[src/core/flash_host_regs.vh]
`ifndef FLASH_HOST_REGS_VH
`define FLASH_HOST_REGS_VH
// Operation codes on the user request port.
`define OP_READ 3'h0
`define OP_WRITE 3'h1
`define OP_RESET 3'h2
// Block field: bits 20..16 of the byte address select one of 32 blocks.
`define BLOCK_LSB 16
`define BLOCK_MSB 20
`define BLOCK_LAST 5'h1F
// Timing in ns, and the same spans in cycles of the 5 ns clock.
// The cycle counts are sized to the 16-bit counter they are compared with.
`define CLK_PERIOD_NS 5
`define ACCESS_NS 100
`define ACCESS_CYC 16'h0014
`define WE_PULSE_NS 50
`define WE_PULSE_CYC 16'h000A
`define RESET_LOW_NS 100
`define RESET_LOW_CYC 16'h0014
`define WAKE_NS 1000
`define WAKE_CYC 16'h00C8
`endif

[src/core/flash_bus_host.v]
`timescale 1ns/100ps
`include "flash_host_regs.vh"
module flash_bus_host #(
   parameter ADDR_W = 21,
   parameter DATA_W = 16,
   parameter WAKE_CYCLES = `WAKE_CYC
) (
   input wire sys_clk,
   input wire srst,
   input wire clk_en,
   input wire req_valid,
   input wire [2:0] req_op,
   input wire [ADDR_W-1:0] req_addr,
   input wire [DATA_W-1:0] req_wdata,
   output reg req_ready,
   output reg rsp_valid,
   output reg [DATA_W-1:0] rsp_rdata,
   output reg [4:0] rsp_block,
   output reg [ADDR_W-1:0] flash_addr,
   output reg [DATA_W-1:0] flash_dq_out,
   output reg flash_dq_oe,
   input wire [DATA_W-1:0] flash_dq_in,
   output reg chip_select_a_n,
   output reg chip_select_b_n,
   output reg output_enable_n,
   output reg write_enable_n,
   output reg reset_powerdown_n
);
   localparam [5:0] S_IDLE = 6'h01;
   localparam [5:0] S_READ = 6'h02;
   localparam [5:0] S_WRITE = 6'h04;
   localparam [5:0] S_HOLD = 6'h08;
   localparam [5:0] S_RST = 6'h10;
   localparam [5:0] S_WAKE = 6'h20;
   localparam [15:0] ACC_N = `ACCESS_CYC;
   localparam [15:0] WE_N = `WE_PULSE_CYC;
   localparam [15:0] RST_N = `RESET_LOW_CYC;
   localparam [15:0] WAKE_N = WAKE_CYCLES;

   // Sequencer states, one-hot.
   // S_IDLE waits for a request with ready high.
   // S_READ holds selects and output enable low for the access time.
   // S_WRITE holds write enable low for the pulse width.
   // S_HOLD keeps data driven one cycle past the rising write enable.
   // S_RST holds the reset/power-down pin low for its minimum time.
   // S_WAKE waits out the wake-up time before the first access.
   // S_READ, S_HOLD, S_RST and S_WAKE leave the pins idle on exit, but S_IDLE and
   // S_WRITE do not, so a frozen clock enable can leave the bus half way through a cycle.

   // Write protection, locking, suspend and the erase and program
   // algorithms all live inside the device. This block only issues
   // single bus cycles and reset pulses; the user builds every multi-step sequence from
   // them and polls status by reading after a status command.
   // A limitation: the user must not skip the array read command after an
   // alteration, since this block never issues one on its own behalf.

   reg [5:0] state_q;
   reg [15:0] cnt_q;
   reg [DATA_W-1:0] dq_s1_q;
   reg [DATA_W-1:0] dq_s2_q;

   // Data pins come from another domain, so two flops precede any use.
   // The cost is two cycles of extra read latency on every read.
   always @(posedge sys_clk) begin
      if (srst) begin
         dq_s1_q <= {DATA_W{1'b0}};
         dq_s2_q <= {DATA_W{1'b0}};
      end else if (clk_en) begin
         dq_s1_q <= flash_dq_in;
         dq_s2_q <= dq_s1_q;
      end
   end

   // Bus sequencer. Reset starts with a power-down pulse so the device is
   // known to be in array read afterwards, whatever it was doing.
   always @(posedge sys_clk) begin
      if (srst) begin
         state_q <= S_RST;
         cnt_q <= 16'h0000;
         req_ready <= 1'b0;
         rsp_valid <= 1'b0;
         rsp_rdata <= {DATA_W{1'b0}};
         rsp_block <= 5'h00;
         flash_addr <= {ADDR_W{1'b0}};
         flash_dq_out <= {DATA_W{1'b0}};
         flash_dq_oe <= 1'b0;
         chip_select_a_n <= 1'b1;
         chip_select_b_n <= 1'b1;
         output_enable_n <= 1'b1;
         write_enable_n <= 1'b1;
         reset_powerdown_n <= 1'b0;
      end else if (clk_en) begin
         rsp_valid <= 1'b0;
         case (state_q)
            S_IDLE: begin
               if (req_valid && req_ready) begin
                  req_ready <= 1'b0;
                  flash_addr <= req_addr;
                  // Each block is 64 KB, so the field names one of 32.
                  rsp_block <= req_addr[`BLOCK_MSB:`BLOCK_LSB];
                  // The full address goes out, top block at the top. 
                  cnt_q <= 16'h0000;
                  if (req_op == `OP_WRITE) begin
                     // Commands and data go through the command port.
                     // One request is one bus cycle, so a stray single
                     // write cannot stand in for a whole sequence.
                     // Lock, suspend and resume commands pass unchanged.
                     // The device runs its own algorithm after the last
                     // cycle; the host only polls status afterwards.
                     flash_dq_out <= req_wdata;
                     flash_dq_oe <= 1'b1;
                     chip_select_a_n <= 1'b0;
                     chip_select_b_n <= 1'b0;
                     write_enable_n <= 1'b0;
                     state_q <= S_WRITE;
                  end else if (req_op == `OP_RESET) begin
                     reset_powerdown_n <= 1'b0;
                     state_q <= S_RST;
                  end else begin
                     // Source is whatever the last mode command chose.
                     // No read depends on the program supply level.
                     chip_select_a_n <= 1'b0;
                     chip_select_b_n <= 1'b0;
                     output_enable_n <= 1'b0;
                     state_q <= S_READ;
                  end
               end
            end
            S_READ: begin
               if (cnt_q == ACC_N + 16'h0002) begin
                  // Two extra cycles cover the pin synchroniser delay.
                  rsp_rdata <= dq_s2_q;
                  rsp_valid <= 1'b1;
                  chip_select_a_n <= 1'b1;
                  chip_select_b_n <= 1'b1;
                  output_enable_n <= 1'b1;
                  req_ready <= 1'b1;
                  state_q <= S_IDLE;
               end else begin
                  cnt_q <= cnt_q + 16'h0001;
               end
            end
            S_WRITE: begin
               if (cnt_q == WE_N - 16'h0001) begin
                  // Rising write enable latches address and data.
                  write_enable_n <= 1'b1;
                  state_q <= S_HOLD;
               end else begin
                  cnt_q <= cnt_q + 16'h0001;
               end
            end
            S_HOLD: begin
               // Data held one cycle past the latch edge, then released.
               flash_dq_oe <= 1'b0;
               chip_select_a_n <= 1'b1;
               chip_select_b_n <= 1'b1;
               rsp_valid <= 1'b1;
               req_ready <= 1'b1;
               state_q <= S_IDLE;
            end
            S_RST: begin
               if (cnt_q >= RST_N - 16'h0001) begin
                  reset_powerdown_n <= 1'b1;
                  cnt_q <= 16'h0000;
                  state_q <= S_WAKE;
               end else begin
                  cnt_q <= cnt_q + 16'h0001;
               end
            end
            // No access may start before the device has woken, as its
            // outputs are not valid until then.
            S_WAKE: begin
               if (cnt_q >= WAKE_N - 16'h0001) begin
                  rsp_valid <= 1'b1;
                  req_ready <= 1'b1;
                  state_q <= S_IDLE;
               end else begin
                  cnt_q <= cnt_q + 16'h0001;
               end
            end
            default: begin
               state_q <= S_RST;
               cnt_q <= 16'h0000;
            end
         endcase
      end
   end
endmodule // flash_bus_host

[config.mk]
export PLATFORM = sky130hd
export DESIGN_NAME = flash_bus_host
export DESIGN_NICKNAME = d
export VERILOG_FILES = /design/src/core/flash_bus_host.v
export VERILOG_INCLUDE_DIRS = /design/src /design/src/core
export SDC_FILE = /design/constraint.sdc
export NUM_CORES = 1
export LEC_CHECK = 0
export ABC_AREA = 1
export BUFFER_PORTS_ARGS = -buffer_cell sky130_fd_sc_hd__buf_2
export CORE_AREA = 5 5 117 119
export DETAILED_ROUTE_END_ITERATION = 10
export DIE_AREA = 0 0 122 124
export GPL_TIMING_DRIVEN = 0
export PLACE_DENSITY_LB_ADDON = 0.15
export SYNTH_ARGS = -nofsm -noshare
export SYNTH_HDL_FRONTEND = slang
export SYNTH_SLANG_ARGS = --single-unit
[constraint.sdc]
create_clock -name sys_clk -period 3.1 [get_ports sys_clk]
set_input_delay 0.31 -clock sys_clk [delete_from_list [all_inputs] [get_ports sys_clk]]
set_output_delay 0.31 -clock sys_clk [all_outputs]
set_load 0.02 [all_outputs]
### After elaboration in Yosys (flattened, before gate mapping)

Cells that the tools add are included.

* input port bits: 60
* flip-flop bits (word level): 119
* output and inout port bits: 66

* reduce and logical (&&, ||, !) cells: 18
* bitwise gates (word level): 1
* eq/ne operators: 23
* add/subtract/negate cells: 1
* order comparisons: 2
* muxes and demuxes: 40

Operators by type and width (count)
* $pmux W16 S6: 1
* $mux W16: 5
* $pmux W6 S6: 1
* $mux W6: 5
* $ne A2 B2 Y1 const B: 12
* $reduce_and A6 Y1: 4
* $mux W1: 19
* $add A16 B1 Y16 const B: 1
* $eq A16 B4 Y1 const B: 1
* $eq A16 B5 Y1 const B: 1
* $ge A16 B5 Y1 const B: 1
* $ge A16 B8 Y1 const B: 1
* $reduce_and A5 Y1: 3
* $mux W5: 2
* $pmux W1 S2: 4
* $reduce_and A4 Y1: 2
* $reduce_bool A2 Y1: 4
* $eq A6 B1 Y1 const B: 1
* $eq A6 B2 Y1 const B: 1
* $eq A6 B3 Y1 const B: 1
* $eq A6 B4 Y1 const B: 1
* $eq A6 B5 Y1 const B: 1
* $eq A6 B6 Y1 const B: 1
* $pmux W1 S3: 2
* other kinds (9): 10

### Longest topological paths before layout

* depth after elaboration: 5
* gate-level depth with buffers: 12
* depth with buffers taken out: 12

### Least setup slack after synthesis

No wires, ideal clock.

* path type: register to register
* from: reg cnt_q[0]
* to: reg cnt_q[3]
* path slack: 1530 ps
* buffers on the path: 1
* library setup time: 132 ps
* data arrival time: 1438 ps
* clock period less this slack: 1570 ps
* stages on the path, launching flop included: 12
* cells stage by stage: dfxtp_1 -> inv_1 -> ha_1 -> nand3_1 -> nor2_2 -> nand3_2 -> nand2_4 -> inv_2 -> nand3_4 -> buf_6 -> nand2_1 -> a21oi_2

* word-level cells in the longest chain between the ends: 3

RTL lines
* start, declared: RTL line flash_bus_host.v:58 `reg [15:0] cnt_q;`
* start signal, assigned: RTL line flash_bus_host.v:140 `cnt_q <= cnt_q + 16'h0001;`
* start signal, assigned: RTL line flash_bus_host.v:149 `cnt_q <= cnt_q + 16'h0001;`
* start signal, assigned: RTL line flash_bus_host.v:167 `cnt_q <= cnt_q + 16'h0001;`
* $add A16 B1 Y16, or another cell as far along
* $mux W16, or another cell as far along: RTL line flash_bus_host.v:173 `if (cnt_q >= WAKE_N - 16'h0001) begin`
* $pmux W16 S6 / $reduce_and A6 Y1 (equally long branches)

Several ways; a longest one is shown, not always the timed one. The select of a mux whose other input is x is not followed.
A chain may end at the register's enable or synchronous reset.

### Final worst setup path

* from: reg cnt_q[0]
* to: reg rsp_rdata[14]

* word-level cells in the longest chain between the ends: 2

RTL lines
* $eq A16 B5 Y1: RTL line flash_bus_host.v:130 `if (cnt_q == ACC_N + 16'h0002) begin`
* $reduce_and A3 Y1 (no source line)
* end signal, assigned: RTL line flash_bus_host.v:82 `rsp_rdata <= {DATA_W{1'b0}};`
* end signal, assigned: RTL line flash_bus_host.v:132 `rsp_rdata <= dq_s2_q;`
* end, declared: RTL line flash_bus_host.v:17 `output reg [DATA_W-1:0] rsp_rdata,`

Every way passes these cells.

==> key figures <==
Timing
  – Hold violation total from the final report: 0
  – Worst Max-Slew Pin Slew: between 500 and 600 ps
  – Max Slew Vio Count: 0
  – Max Clk Rate: ~0.50 GHz
  – Period minus WS final: approximately 2000 ps
  – Unrepaired setup endpoints after global routing: false
  – Period utilization: a little under two thirds
  – Slew HR: approximately 61%
  – Clock Skew: 8.53 ps
  – Final setup vio count: 0
  – Final TNS setup: 0 ps

GRT
  – Initial antenna violation count: 0
  – Number of global-route vias before repair: 4919
  – GRT Overall Usage: around a fifth
  – Grt ovf: 0
  – Largest net degree at the start of global routing: 17
  – Global-route wire length before repair: between 20000 and 25000 um

Clock tree
  – CTS sink count: 114
  – Max clock buf depth: 2
  – Root Buffer: clkbuf_16
  – CTS Buf Count: 17
  – CTS tree: yes
  – CTS resizes: 0
  – H-tree depth: 4
  – Worst skew pair latency: slightly above 400 ps
  – Post-CTS Setup Inserts: 0
  – # hold bufs at CTS: 0
  – Worst-path clk slew: around 60 ps

Critical path
  – WP data required: between 3000 and 4000 ps
  – Most used cell, CP: nor2_1
  – Worst path buffer plus inverter count: 3
  – Worst R2R End: rsp_rdata[14]
  – Crit path DAT: ~2300 ps
  – Worst r2r path cells: 10
  – Worst-path fanout max: 10
  – Crit Reg-Reg Startpoint: cnt_q[0]
  – Crit path capture type: register
  – Worst setup path class: register to register
  – Crit start category: register
  – Reg2Reg Setup Slack: approximately 1100 ps
  – Critical Path, Cell by Cell: inv_1 > ha_1 > nand3_1 > nor2_2 > nand3_2 > nor2_4 > inv_2 > buf_2 > nor2_1 > nor2_1
  – Crit path max-delay family: simple AND/OR/NAND/NOR gates
  – CP max stage delay: 390 ps
  – CP max stage cell: dfxtp_1

Floorplanning
  – Num rows: a little over 40
  – Area of the die: ~15000 um2
  – Die span in y: 124 um
  – Core Area: ~12000 um2
  – Io pins: approximately 130
  – Starting Density: 40.4%
  – Die W: ~120 um

Drt
  – Detailed router's first-iteration violation count: 273
  – Wire length per cell: between 10 and 15 um
  – Vias/cell: 4.81
  – Remaining DRCs: 0
  – Remaining antenna violation count: 0
  – Pre-antenna DRT Iters: 4
  – Routed via count: between 5000 and 6000
  – Total routed wirelength: roughly 14000 um

Synthesis
  – Syn Nets: ~800
  – Yosys top cell area share: between 40% and 50%
  – Flops & latches, synth: approximately 110
  – Synth Instances: between 700 and 800
  – Mapped Area: about 5000 um2
  – Async set-reset flop share out of synthesis: 0%
  – Synth unique cells: 29
  – Most used DFF post-synth: dfxtp_1
  – Area leader, netlist: dfxtp_1
  – Number of flops mapped to enable cells by yosys: 0
  – Synth area leaders: dfxtp_1 45%, nor2_1 14%, o21ai_0 9.0%
  – Ys Warns: 0
  – Seq/Total Area, Yosys: a little under half
  – Synth Area per Inst: 7.02 um2

Placement
  – GPL Wtd Cong: 0.897
  – Placed cells: slightly above 1000
  – Final HPWL DP: about 10000 um
  – PortBufs: between 100 and 150

Cells and area
  – Area delta synth->final: 29.1%
  – Final #Nets: 925
  – Ant diodes: 0
  – Area of all sequential standard cells: 2280 um2
  – Fill count: 1271
  – Commonest non-fill, non-tap cell in the layout: nor2_1
  – Final Instance Count excl. Fillers: between 1000 and 1500
  – Multi-input logic area: approximately 2400 um2
  – Ratio of cells with drive above 1 in the final layout: 23.1%
  – Most frequent cells in the layout: 193 x nor2_1, 131 x buf_2, 114 x dfxtp_1, 105 x nand2_1, 91 x o21ai_0

Hold path
  – Hold-critical path depth: 3
  – Worst hold endpoint: dq_s1_q[5]
  – Worst Hold Class: primary input to register
  – Hold Path Origin: flash_dq_in[5]

Power
  – Power density over the cells: just over 600 nW/um2
  – P_leak: between 3 and 4 nW
  – Peak VDD IR: roughly 410 uV

Job
  – Max Cap Viol: 0

Run status
  – Outcome: finished clean
cell type report:
cell class	count	share of cell area [%]
flip-flops and latches	114	35.1
clock buffers	17	6.54
clock inverters	15	3.04
well taps	172	3.31
multi-input cells	512	36.5
inverters	55	3.18
plain buffers	36	2.71
repair buffers	125	9.62
worst min-delay path, cell delays in order:
cell	delay (ps)
buf_2	80
nor2_1	30
nor2_1	80
logic make-up after synthesis:
family	after synthesis	synth area share [%]
AOI/OAI and AO/OA	133	13.7
DFF	114	45.3
and+or+nand+nor	370	31.5
adders and majority gates	4	0.994
xor gates and xnor gates	5	0.870
buffers and inverters	91	7.60
stage by stage:
stage	setup WS (ps)	total power, mW	util [%]	cell area [um2]	hold slack [ps]
CTS	1110	3.97	52.1	6500	108
global placement	1150	1.91	47.1	5880	431
finish	1120	3.93	52.1	6500	121
floorplan	1530	1.80	-	5040	445
global route	989	4.10	52.1	6500	118
detailed placement	1110	1.91	47.1	5880	433
cells in the mapped netlist (2+ instances only):
library cell	n
nand3_1	39
nor2_1	193
buf_1	3
o21ai_0	91
a21oi_1	34
nand3_2	3
buf_2	6
nor2_8	2
nand2_1	105
nor2_2	6
xor2_1	4
dfxtp_1	114
nor2_4	3
a21oi_2	2
buf_4	7
o21bai_1	4
inv_1	47
nand4_1	11
nor3_1	2
inv_2	8
nand2_2	4
ha_1	4
clkbuf_1	19
report_power, final:
part	switching, mW	total, mW	internal (mW)
clock network	0.758	2.05	1.29
logic	0.216	0.335	0.119
registers	0.0355	1.55	1.51
sequential cells by signal, indices dropped and copies added, names as in the netlist:
| name | count |
|---|---|
| flash_dq_oe | 1 |
| output_enable_n | 1 |
| cnt_q | 16 |
| req_ready | 1 |
| dq_s1_q | 16 |
| rsp_valid | 1 |
| flash_dq_out | 16 |
| rsp_rdata | 16 |
| dq_s2_q | 16 |
| flash_addr | 16 |
| chip_select_b_n | 1 |
| rsp_block | 5 |
| reset_powerdown_n | 1 |
| write_enable_n | 1 |
| state_q | 6 |
worst max path at each step:
stage,end,slack [ps],cells after the start,start
global route,rsp_rdata[14],990,10,cnt_q[0]
detailed placement,rsp_rdata[14],1110,10,cnt_q[0]
floorplan,cnt_q[3],1530,11,cnt_q[0]
finish,rsp_rdata[14],1120,10,cnt_q[0]
CTS,rsp_rdata[14],1110,10,cnt_q[0]
global placement,rsp_rdata[14],1150,10,cnt_q[0]
routing by layer:
metal	global-route usage, %	vias up	wire length (um)
li1	-	2588	-
met1	22.8	2296	6110
met2	30.9	133	6640
met3	5.77	18	800
met4	7.07	0	186
met5	0	-	0
Power figures use the tool's default switching activity.
